[config.mk]
export PLATFORM = sky130hd
export DESIGN_NAME = pvmrf_top
export DESIGN_NICKNAME = d
export VERILOG_FILES = /design/src/rtl/pvmrf_pkg.sv /design/src/rtl/pvmrf_top.sv
export SDC_FILE = /design/constraint.sdc
export NUM_CORES = 1
export LEC_CHECK = 0
export BUFFER_PORTS_ARGS = -buffer_cell sky130_fd_sc_hd__buf_4
export CORE_MARGIN = 5
export CORE_UTILIZATION = 55
export DETAILED_ROUTE_END_ITERATION = 16
export PLACE_DENSITY = 0.74
export SETUP_SLACK_MARGIN = 0.4
export SLEW_MARGIN = 0
export SYNTH_ARGS = -nofsm -noshare
export SYNTH_HDL_FRONTEND = slang
export SYNTH_SLANG_ARGS = --single-unit
[constraint.sdc]
create_clock -name mclk_i -period 5.3 [get_ports mclk_i]
set_input_delay 0.265 -clock mclk_i [delete_from_list [all_inputs] [get_ports mclk_i]]
set_output_delay 0.265 -clock mclk_i [all_outputs]
set_load 0.01 [all_outputs]
[src/rtl/pvmrf_pkg.sv]
// constants shared by the per-processor memory register files
package pvmrf_pkg;
   // processor count and code width
   localparam int VP_CNT     = 8;
   localparam int VP_W       = 3;
   // datapath widths
   localparam int WORD_W     = 32;
   localparam int HALF_W     = 16;
   localparam int BYTE_W     = 8;
   localparam int NIB_W      = 4;
   localparam int BASE_W     = 24;
   localparam int BASE_BYTES = 3;
   // base byte one occupies transfer bus bits 8-15 (msb first numbering)
   localparam int BASE_BYTE1_LSB = 16;
   // right nibble of byte one is bus bits 12-15
   localparam int RIGHT_NIB_OFS  = 0;
   localparam int LEFT_NIB_OFS   = 4;
   // halfword positions in a word
   localparam int LEFT_HALF_LSB  = 16;
   localparam int RIGHT_HALF_LSB = 0;
   // full field mask forced on a base load
   localparam logic [NIB_W-1:0] MASK_ALL = 4'hF;
   // reset value of every output flip-flop
   localparam logic [WORD_W-1:0] WORD_RST = 32'h0000_0000;
   localparam logic [BASE_W-1:0] BASE_RST = 24'h00_0000;
   // processor code type
   typedef logic [VP_W-1:0] pvmrf_vp_t;
endpackage : pvmrf_pkg

[src/rtl/pvmrf_top.sv]
// per-processor base, buffer address and buffer data register files
//
// Function
// - eight 24-bit base registers, one each
// - base write needs card, word select, nibbles
// - bit-op writes only mask-one bits of each enabled nibble
// - load base writes all three bytes
// - wide writes combine nibble enables
// - base read per byte to the main bus, as whole 24 bits to the indexer
// - active base continuously presented to indexer
// - per-byte enables gate base read selects
// - address load writes active buffer address
// - selected buffer address driven to memory
// - memory word captured into selected buffer
// - buffer data halves loaded from bus two
// - active buffer data continuously to indexer
// - main bus enable drives active buffer data
// - next instruction enable drives active buffer
// - write selector drives buffer onto write bus
// - three-bit active processor code
`timescale 1ns/100ps
module pvmrf_top
   import pvmrf_pkg::*;
(
   // clock, reset, enable
   input  wire logic                      mclk_i,
   input  wire logic                      nrst_i,
   input  wire logic                      clk_en_i,
   // active processor
   input  wire pvmrf_pkg::pvmrf_vp_t      active_vp_i,
   // arithmetic transfer bus two
   input  wire logic [pvmrf_pkg::WORD_W-1:0] arith_transfer_bus_two_i,
   // base register writes
   input  wire logic                      base_file_card_select_i,
   input  wire pvmrf_pkg::pvmrf_vp_t      base_word_select_i,
   input  wire logic [pvmrf_pkg::BASE_BYTES-1:0] right_nibble_wr_en_i,
   input  wire logic [pvmrf_pkg::BASE_BYTES-1:0] left_nibble_wr_en_i,
   input  wire logic [pvmrf_pkg::NIB_W-1:0] field_bit_mask_i,
   input  wire logic                      bit_op_instr_i,
   input  wire logic                      load_base_instr_i,
   // base register reads to the main data bus
   input  wire logic [pvmrf_pkg::BASE_BYTES-1:0] base_read_byte_en_i,
   input  wire pvmrf_pkg::pvmrf_vp_t      base_read_select1_i,
   input  wire pvmrf_pkg::pvmrf_vp_t      base_read_select2_i,
   input  wire pvmrf_pkg::pvmrf_vp_t      base_read_select3_i,
   // buffer address control
   input  wire logic                      addr_load_en_i,
   input  wire logic [pvmrf_pkg::WORD_W-1:0] addr_source_i,
   input  wire pvmrf_pkg::pvmrf_vp_t      addr_out_select_i,
   // buffer data control
   input  wire logic                      mem_data_load_en_i,
   input  wire pvmrf_pkg::pvmrf_vp_t      mem_data_load_select_i,
   input  wire logic [pvmrf_pkg::WORD_W-1:0] mem_read_data_i,
   input  wire logic                      data_left_half_en_i,
   input  wire logic                      data_right_half_en_i,
   input  wire pvmrf_pkg::pvmrf_vp_t      data_write_select_i,
   input  wire logic                      data_to_main_bus_en_i,
   input  wire logic                      data_to_next_instr_en_i,
   input  wire pvmrf_pkg::pvmrf_vp_t      mem_write_selector_i,
   // indexer outputs
   output logic [pvmrf_pkg::BASE_W-1:0]   idx_base_o,
   output logic [pvmrf_pkg::WORD_W-1:0]   idx_data_o,
   // main data bus
   output logic [pvmrf_pkg::WORD_W-1:0]   main_data_bus_o,
   output logic                           main_bus_valid_o,
   // next instruction register feed
   output logic [pvmrf_pkg::WORD_W-1:0]   next_instr_data_o,
   output logic                           next_instr_load_o,
   // central memory
   output logic [pvmrf_pkg::WORD_W-1:0]   mem_addr_o,
   output logic [pvmrf_pkg::WORD_W-1:0]   memory_write_bus_o
);
   import pvmrf_pkg::*;

   ////////////////////////////////////////////////////////////////////////
   // storage
   ////////////////////////////////////////////////////////////////////////

   // base registers, byte one in the top bits
   logic [BASE_W-1:0] base_file   [VP_CNT];
   // buffer address registers
   logic [WORD_W-1:0] buf_addr    [VP_CNT];
   // buffer data registers
   logic [WORD_W-1:0] buffer_data_reg [VP_CNT];

   // base write decode
   logic [BASE_W-1:0] base_wmask;     // bits that this write touches
   logic [BASE_W-1:0] base_wdata;     // bus slice that feeds the base
   pvmrf_vp_t         base_wsel;      // target base register
   logic              base_we;        // any base write this cycle
   logic [NIB_W-1:0]  eff_mask;       // field mask after load forcing
   logic [BASE_BYTES-1:0] eff_right;  // right nibble enables after forcing
   logic [BASE_BYTES-1:0] eff_left;   // left nibble enables after forcing
   // base read assembly for the main data bus
   logic [BASE_W-1:0] base_rd;        // assembled base bytes
   logic              base_rd_any;    // any byte enable active

   ////////////////////////////////////////////////////////////////////////
   // base register writes
   ////////////////////////////////////////////////////////////////////////

   // load forces enables
   // a base load overrides the card enables so all three bytes land
   always_comb begin
      if (load_base_instr_i) begin
         eff_right = '1;
         eff_left  = '1;
         eff_mask  = MASK_ALL;
      end else begin
         eff_right = right_nibble_wr_en_i;
         eff_left  = left_nibble_wr_en_i;
         // mask bit ops
         // outside bit ops every bit of an enabled nibble is written
         eff_mask  = bit_op_instr_i ? field_bit_mask_i : MASK_ALL;
      end
   end

   // nibble enables combine
   // each enabled nibble opens its four bits through the field mask
   always_comb begin
      base_wmask = '0;
      for (int b = 0; b < BASE_BYTES; b++) begin
         if (eff_right[b]) begin
            base_wmask[BASE_BYTE1_LSB - b*BYTE_W + RIGHT_NIB_OFS +: NIB_W]
               = eff_mask;
         end
         if (eff_left[b]) begin
            base_wmask[BASE_BYTE1_LSB - b*BYTE_W + LEFT_NIB_OFS +: NIB_W]
               = eff_mask;
         end
      end
   end

   // bus bit placement
   // bus bits 12-15 land in the right nibble of byte one
   assign base_wdata = arith_transfer_bus_two_i[BASE_W-1:0];

   // card and word select
   // a load targets the active processor; otherwise the word select
   assign base_wsel = load_base_instr_i ? active_vp_i : base_word_select_i;
   assign base_we   = load_base_instr_i ||
                      (base_file_card_select_i && (|base_wmask));

   // unselected bases hold
   // no reset: contents are undefined until software loads them
   always_ff @(posedge mclk_i) begin
      if (clk_en_i && base_we) begin
         base_file[base_wsel] <= (base_file[base_wsel] & ~base_wmask) |
                                 (base_wdata & base_wmask);
      end
   end

   ////////////////////////////////////////////////////////////////////////
   // buffer address registers
   ////////////////////////////////////////////////////////////////////////

   always_ff @(posedge mclk_i) begin
      if (clk_en_i && addr_load_en_i) begin
         buf_addr[active_vp_i] <= addr_source_i;
      end
   end

   ////////////////////////////////////////////////////////////////////////
   // buffer data registers
   ////////////////////////////////////////////////////////////////////////

   // halfword loads
   // a bus-two half write in the same cycle overrides the memory word
   // for that half, since it is the later request of the processor
   always_ff @(posedge mclk_i) begin
      if (clk_en_i) begin
         for (int v = 0; v < VP_CNT; v++) begin
            if (mem_data_load_en_i && (mem_data_load_select_i == v[VP_W-1:0]))
            begin
               buffer_data_reg[v] <= mem_read_data_i;
            end
            if (data_left_half_en_i && (data_write_select_i == v[VP_W-1:0]))
            begin
               buffer_data_reg[v][LEFT_HALF_LSB +: HALF_W] <=
                  arith_transfer_bus_two_i[LEFT_HALF_LSB +: HALF_W];
            end
            if (data_right_half_en_i && (data_write_select_i == v[VP_W-1:0]))
            begin
               buffer_data_reg[v][RIGHT_HALF_LSB +: HALF_W] <=
                  arith_transfer_bus_two_i[RIGHT_HALF_LSB +: HALF_W];
            end
         end
      end
   end

   ////////////////////////////////////////////////////////////////////////
   // indexer feeds
   ////////////////////////////////////////////////////////////////////////

   // active code decode
   // registered, so the indexer sees the value one clock later
   always_ff @(posedge mclk_i) begin
      if (!nrst_i) begin
         idx_base_o <= BASE_RST;
         idx_data_o <= WORD_RST;
      end else if (clk_en_i) begin
         idx_base_o <= base_file[active_vp_i];
         idx_data_o <= buffer_data_reg[active_vp_i];
      end
   end

   ////////////////////////////////////////////////////////////////////////
   // main data bus
   ////////////////////////////////////////////////////////////////////////

   // per-byte read decode
   // each byte enable gates only its own select decode
   always_comb begin
      base_rd = '0;
      if (base_read_byte_en_i[0]) begin
         base_rd[BASE_BYTE1_LSB +: BYTE_W] =
            base_file[base_read_select1_i][BASE_BYTE1_LSB +: BYTE_W];
      end
      if (base_read_byte_en_i[1]) begin
         base_rd[BASE_BYTE1_LSB - BYTE_W +: BYTE_W] =
            base_file[base_read_select2_i][BASE_BYTE1_LSB - BYTE_W +: BYTE_W];
      end
      if (base_read_byte_en_i[2]) begin
         base_rd[BASE_BYTE1_LSB - 2*BYTE_W +: BYTE_W] =
            base_file[base_read_select3_i][BASE_BYTE1_LSB - 2*BYTE_W +: BYTE_W];
      end
   end
   assign base_rd_any = |base_read_byte_en_i;

   // whole base word
   // buffer data wins if both sources are enabled; upper byte reads zero
   always_ff @(posedge mclk_i) begin
      if (!nrst_i) begin
         main_data_bus_o  <= WORD_RST;
         main_bus_valid_o <= 1'b0;
      end else if (clk_en_i) begin
         main_bus_valid_o <= data_to_main_bus_en_i || base_rd_any;
         if (data_to_main_bus_en_i) begin
            main_data_bus_o <= buffer_data_reg[active_vp_i];
         end else if (base_rd_any) begin
            main_data_bus_o <= {{(WORD_W-BASE_W){1'b0}}, base_rd};
         end else begin
            main_data_bus_o <= WORD_RST;
         end
      end
   end

   ////////////////////////////////////////////////////////////////////////
   // next instruction feed
   ////////////////////////////////////////////////////////////////////////

   // data to next instruction
   // data holds after the strobe so the register can latch late
   always_ff @(posedge mclk_i) begin
      if (!nrst_i) begin
         next_instr_data_o <= WORD_RST;
         next_instr_load_o <= 1'b0;
      end else if (clk_en_i) begin
         next_instr_load_o <= data_to_next_instr_en_i;
         if (data_to_next_instr_en_i) begin
            next_instr_data_o <= buffer_data_reg[active_vp_i];
         end
      end
   end

   ////////////////////////////////////////////////////////////////////////
   // central memory outputs
   ////////////////////////////////////////////////////////////////////////

   // data to write bus
   // the controller owns the selects; both paths follow them every cycle
   always_ff @(posedge mclk_i) begin
      if (!nrst_i) begin
         mem_addr_o         <= WORD_RST;
         memory_write_bus_o <= WORD_RST;
      end else if (clk_en_i) begin
         mem_addr_o         <= buf_addr[addr_out_select_i];
         memory_write_bus_o <= buffer_data_reg[mem_write_selector_i];
      end
   end

   ////////////////////////////////////////////////////////////////////////
   // checks
   ////////////////////////////////////////////////////////////////////////

   // helper views and captured selects, read only by the checks
   logic [BASE_W-1:0] cur_base;       // active base before the edge
   logic [BASE_W-1:0] cur_wbase;      // write target before the edge
   logic [WORD_W-1:0] cur_data;       // active buffer data before the edge
   pvmrf_vp_t         hlp_vp;         // active code at the last edge
   pvmrf_vp_t         hlp_wsel;       // base target at the last edge
   pvmrf_vp_t         hlp_dsel;       // memory load select, last edge
   assign cur_base  = base_file[active_vp_i];
   assign cur_wbase = base_file[base_wsel];
   assign cur_data  = buffer_data_reg[active_vp_i];
   always_ff @(posedge mclk_i) begin
      if (clk_en_i) begin
         hlp_vp   <= active_vp_i;
         hlp_wsel <= base_wsel;
         hlp_dsel <= mem_data_load_select_i;
      end
   end
endmodule : pvmrf_top

==> flow_metrics.env <==
export IMPL_max_slew_margin_rel_pct=11.52
export IMPL_hp_class="primary input to flop"
export IMPL_ioPinCount=334
export IMPL_die_h_um=285.7
export IMPL_period_share_pct=52.63
export IMPL_antenna_found_initial=5
export IMPL_synthAdderAreaFrac_pct=0
export IMPL_crit_slowest_cell="nand2_1"
export IMPL_final_cells=3964
export IMPL_setup_viol=0
export IMPL_first_global_vias=27130
export IMPL_dieArea_mm2=0.08161
export IMPL_rsz0062_at_grt="false"
export IMPL_grt_pass1_wl_um=179900
export IMPL_gp_congestion=0.9112
export IMPL_synthSimpleGateAreaFrac_pct=3.421
export IMPL_cts_buffers=92
export IMPL_num_rows=101
export IMPL_clock_sink_count=890
export IMPL_ys_ff_latch=890
export IMPL_status="completed"
export IMPL_antenna_left=0
export IMPL_worst_slack_ns=2.511
export IMPL_synth_compound_area_share_pct=8.777
export IMPL_drt_first_pass_iters=6
export IMPL_area_growth_pct=17.90
export IMPL_synth_common_cells="704 x edfxtp_1, 288 x mux4_2, 248 x mux2_2, 186 x dfxtp_1, 178 x nand2_1"
export IMPL_synthDistinctLibCells=70
export IMPL_synth_area_top_cells="edfxtp_1 51%, mux4_2 16%, dfxtp_1 8.9%, mux2_2 6.7%, o211a_1 3.5%"
export IMPL_root_buffer="clkbuf_16"
export IMPL_cts_path_max_buffers=3
export IMPL_drc=0
export IMPL_coreArea_mm2=0.07570
export IMPL_p_total_mw=16.55
export IMPL_critPathArrivalTime_ns=3.16
export IMPL_synth_fp_nets=2677
export IMPL_vias_per_cell=6.777
export IMPL_wl_per_cell_um=30.88
export IMPL_synth_cells=2529
export IMPL_cellLeakagePower_nw=18.46
export IMPL_drive_above_1_share_pct=37.75
export IMPL_port_buffers=333
export IMPL_end_kind="flop"
export IMPL_yosysSeqAreaShare_pct=59.48
export IMPL_yosys_area_top_type_share_pct=50.58
export IMPL_p_per_area_mw_per_mm2=335.8
export IMPL_dp_slack_ns=1.971
export IMPL_final_util_pct=65.10
export IMPL_tightest_slew_ns=1.326
export IMPL_crit_path_start="load_base_instr_i"
export IMPL_post_synth_top_count_cell="edfxtp_1"
export IMPL_path_clk_slew_ns=0.06
export IMPL_cts_setup_buffers=0
export IMPL_netlist_area_mm2=0.04180
export IMPL_ir_drop_mv=0.2752
export IMPL_whs_path_depth=2
export IMPL_ys_warn_count=0
export IMPL_worstSkewPairLatency_ns=0.67
export IMPL_critPathRequiredTime_ns=5.67
export IMPL_vias=26860
export IMPL_setup_tns_ns=0
export IMPL_grt_remaining_overflow=0
export IMPL_cts_tree="done"
export IMPL_slew_viol_final=0
export IMPL_path_class="primary input to flop"
export IMPL_reg2reg_slack_ns=3.33
export IMPL_drtIter0Drc=2980
export IMPL_r2r_start="base_file[7][15]"
export IMPL_track_usage_pct=29.32
export IMPL_die_w_um=285.7
export IMPL_maxCapViolCount=0
export IMPL_cp_max_fo=54
export IMPL_fmax_mhz=358.5
export IMPL_ff2ff_path_depth=4
export IMPL_wl_um=122400
export IMPL_startpoint_type="primary input"
export IMPL_synth_xor_area_share_pct=0
export IMPL_grt_max_degree=180
export IMPL_h_tree_depth=3
export IMPL_synth_top_family_by_area="multiplexers"
export IMPL_synth_async_reset_ratio_pct=0
export IMPL_fin_nets=3052
export IMPL_final_setup_skew_ns=0.02498
export IMPL_fin_crit_ns=2.789
export IMPL_dp_cells=3698
export IMPL_synth_top_cell_by_area="edfxtp_1"
export IMPL_hold_start="arith_transfer_bus_two_i[8]"
export IMPL_crit_chain="buf_4, or4b_1, nand2_1, a21boi_0, a41oi_1"
export IMPL_muxShareOfSynthArea_pct=25.84
export IMPL_syn_avg_cell_area_um2=16.53
export IMPL_finalHoldViolCount=0
export IMPL_synth_flop_cell="edfxtp_1"
export IMPL_initial_core_util_pct=55.22
export IMPL_synth_edf_count=704
export IMPL_dp_hpwl_um=78030
export IMPL_cpPeakStageDelay_ns=0.94
export IMPL_fillerInstances=5179
[cells by family after synthesis]
kind of cell           Yosys count
buffers and inverters          207
AO/OA/AOI/OAI                  453
multiplexers                   687
AND/OR/NAND/NOR                292
flip-flops                     890
[power by group]
part | leakage [nW] | switching (mW) | internal, mW | total, mW
Sequential | 7.91 | 0.153 | 7.83 | 7.99
Combinational | 8.98 | 0.990 | 0.829 | 1.82
Clock | 1.56 | 2.79 | 3.95 | 6.74
[per-layer routing]
layer / up-vias / track usage [%] / wire length (µm)
met3: 297 / 7.347 / 13180
met5: - / 0 / 29
li1: 11180 / - / -
met2: 1589 / 47.32 / 58790
met1: 13800 / 38.93 / 45270
met4: 6 / 11.13 / 5138
[worst max-delay path: cells and delay by family]
kind / cells / cell delay (ns)
and+or+nand+nor: 2 / 1.53
AOI/OAI and AO/OA: 2 / 0.88
buffers and inverters: 1 / 0.45
[final timing paths]
kind                                              end
worst min-delay path            buffer_data_reg[6][8]
worst min register to register    main_data_bus_o[16]
worst max-delay path                  base_file[1][8]
worst max register to register    main_data_bus_o[15]
[timing repair]
item                      CTS  global route
gates resized for setup     0             0
hold buffers               90             0
hold endpoints to repair  513             0
[cells in the final DEF, fill, tap and decap left out, types with 8 or more instances in the layout]
cell,netlist,routed
a222oi_1,10,10
nor3_2,2,8
clkbuf_16,0,96
dlygate4sd3_1,0,90
mux4_2,288,288
edfxtp_1,704,704
o22ai_1,25,25
a21o_1,35,35
a21oi_1,39,39
o21ai_1,1,9
a21boi_0,49,49
o211a_1,145,145
nor2_2,7,9
mux2_2,248,248
mux2i_1,144,144
clkinv_2,0,14
buf_4,22,386
nand2_1,178,178
a41oi_1,13,13
a2111oi_0,11,11
clkbuf_8,0,18
clkbuf_1,74,20
a221oi_4,0,8
dfxtp_1,186,186
a22oi_1,30,30
nand2b_1,11,11
a41oi_2,8,8
o21ai_0,58,49
nor2_1,32,30
nand3_1,8,8
[final cells by class]
class                   count  area, µm²  share of cell area, %
well taps                 978       1224                  2.483
flip-flops and latches    890      24860                  50.45
diodes                      3      7.507                0.01523
clock inverters            39      490.5                 0.9953
clock buffers             134       2725                  5.530
inverters                   8      30.03                0.06094
multi-input cells        1432      16080                  32.64
repair buffers            480       3856                  7.825
[metrics by stage]
step | hold slack (ns) | cell area, µm²
CTS | 0.003605 | 49270
finish | 0.03189 | 49280
floorplan | 0.3639 | 41800
global placement | 0.4386 | 45160
global route | 0.009477 | 49270
detailed placement | 0.4419 | 45160
(Power assumes the default switching activity.)
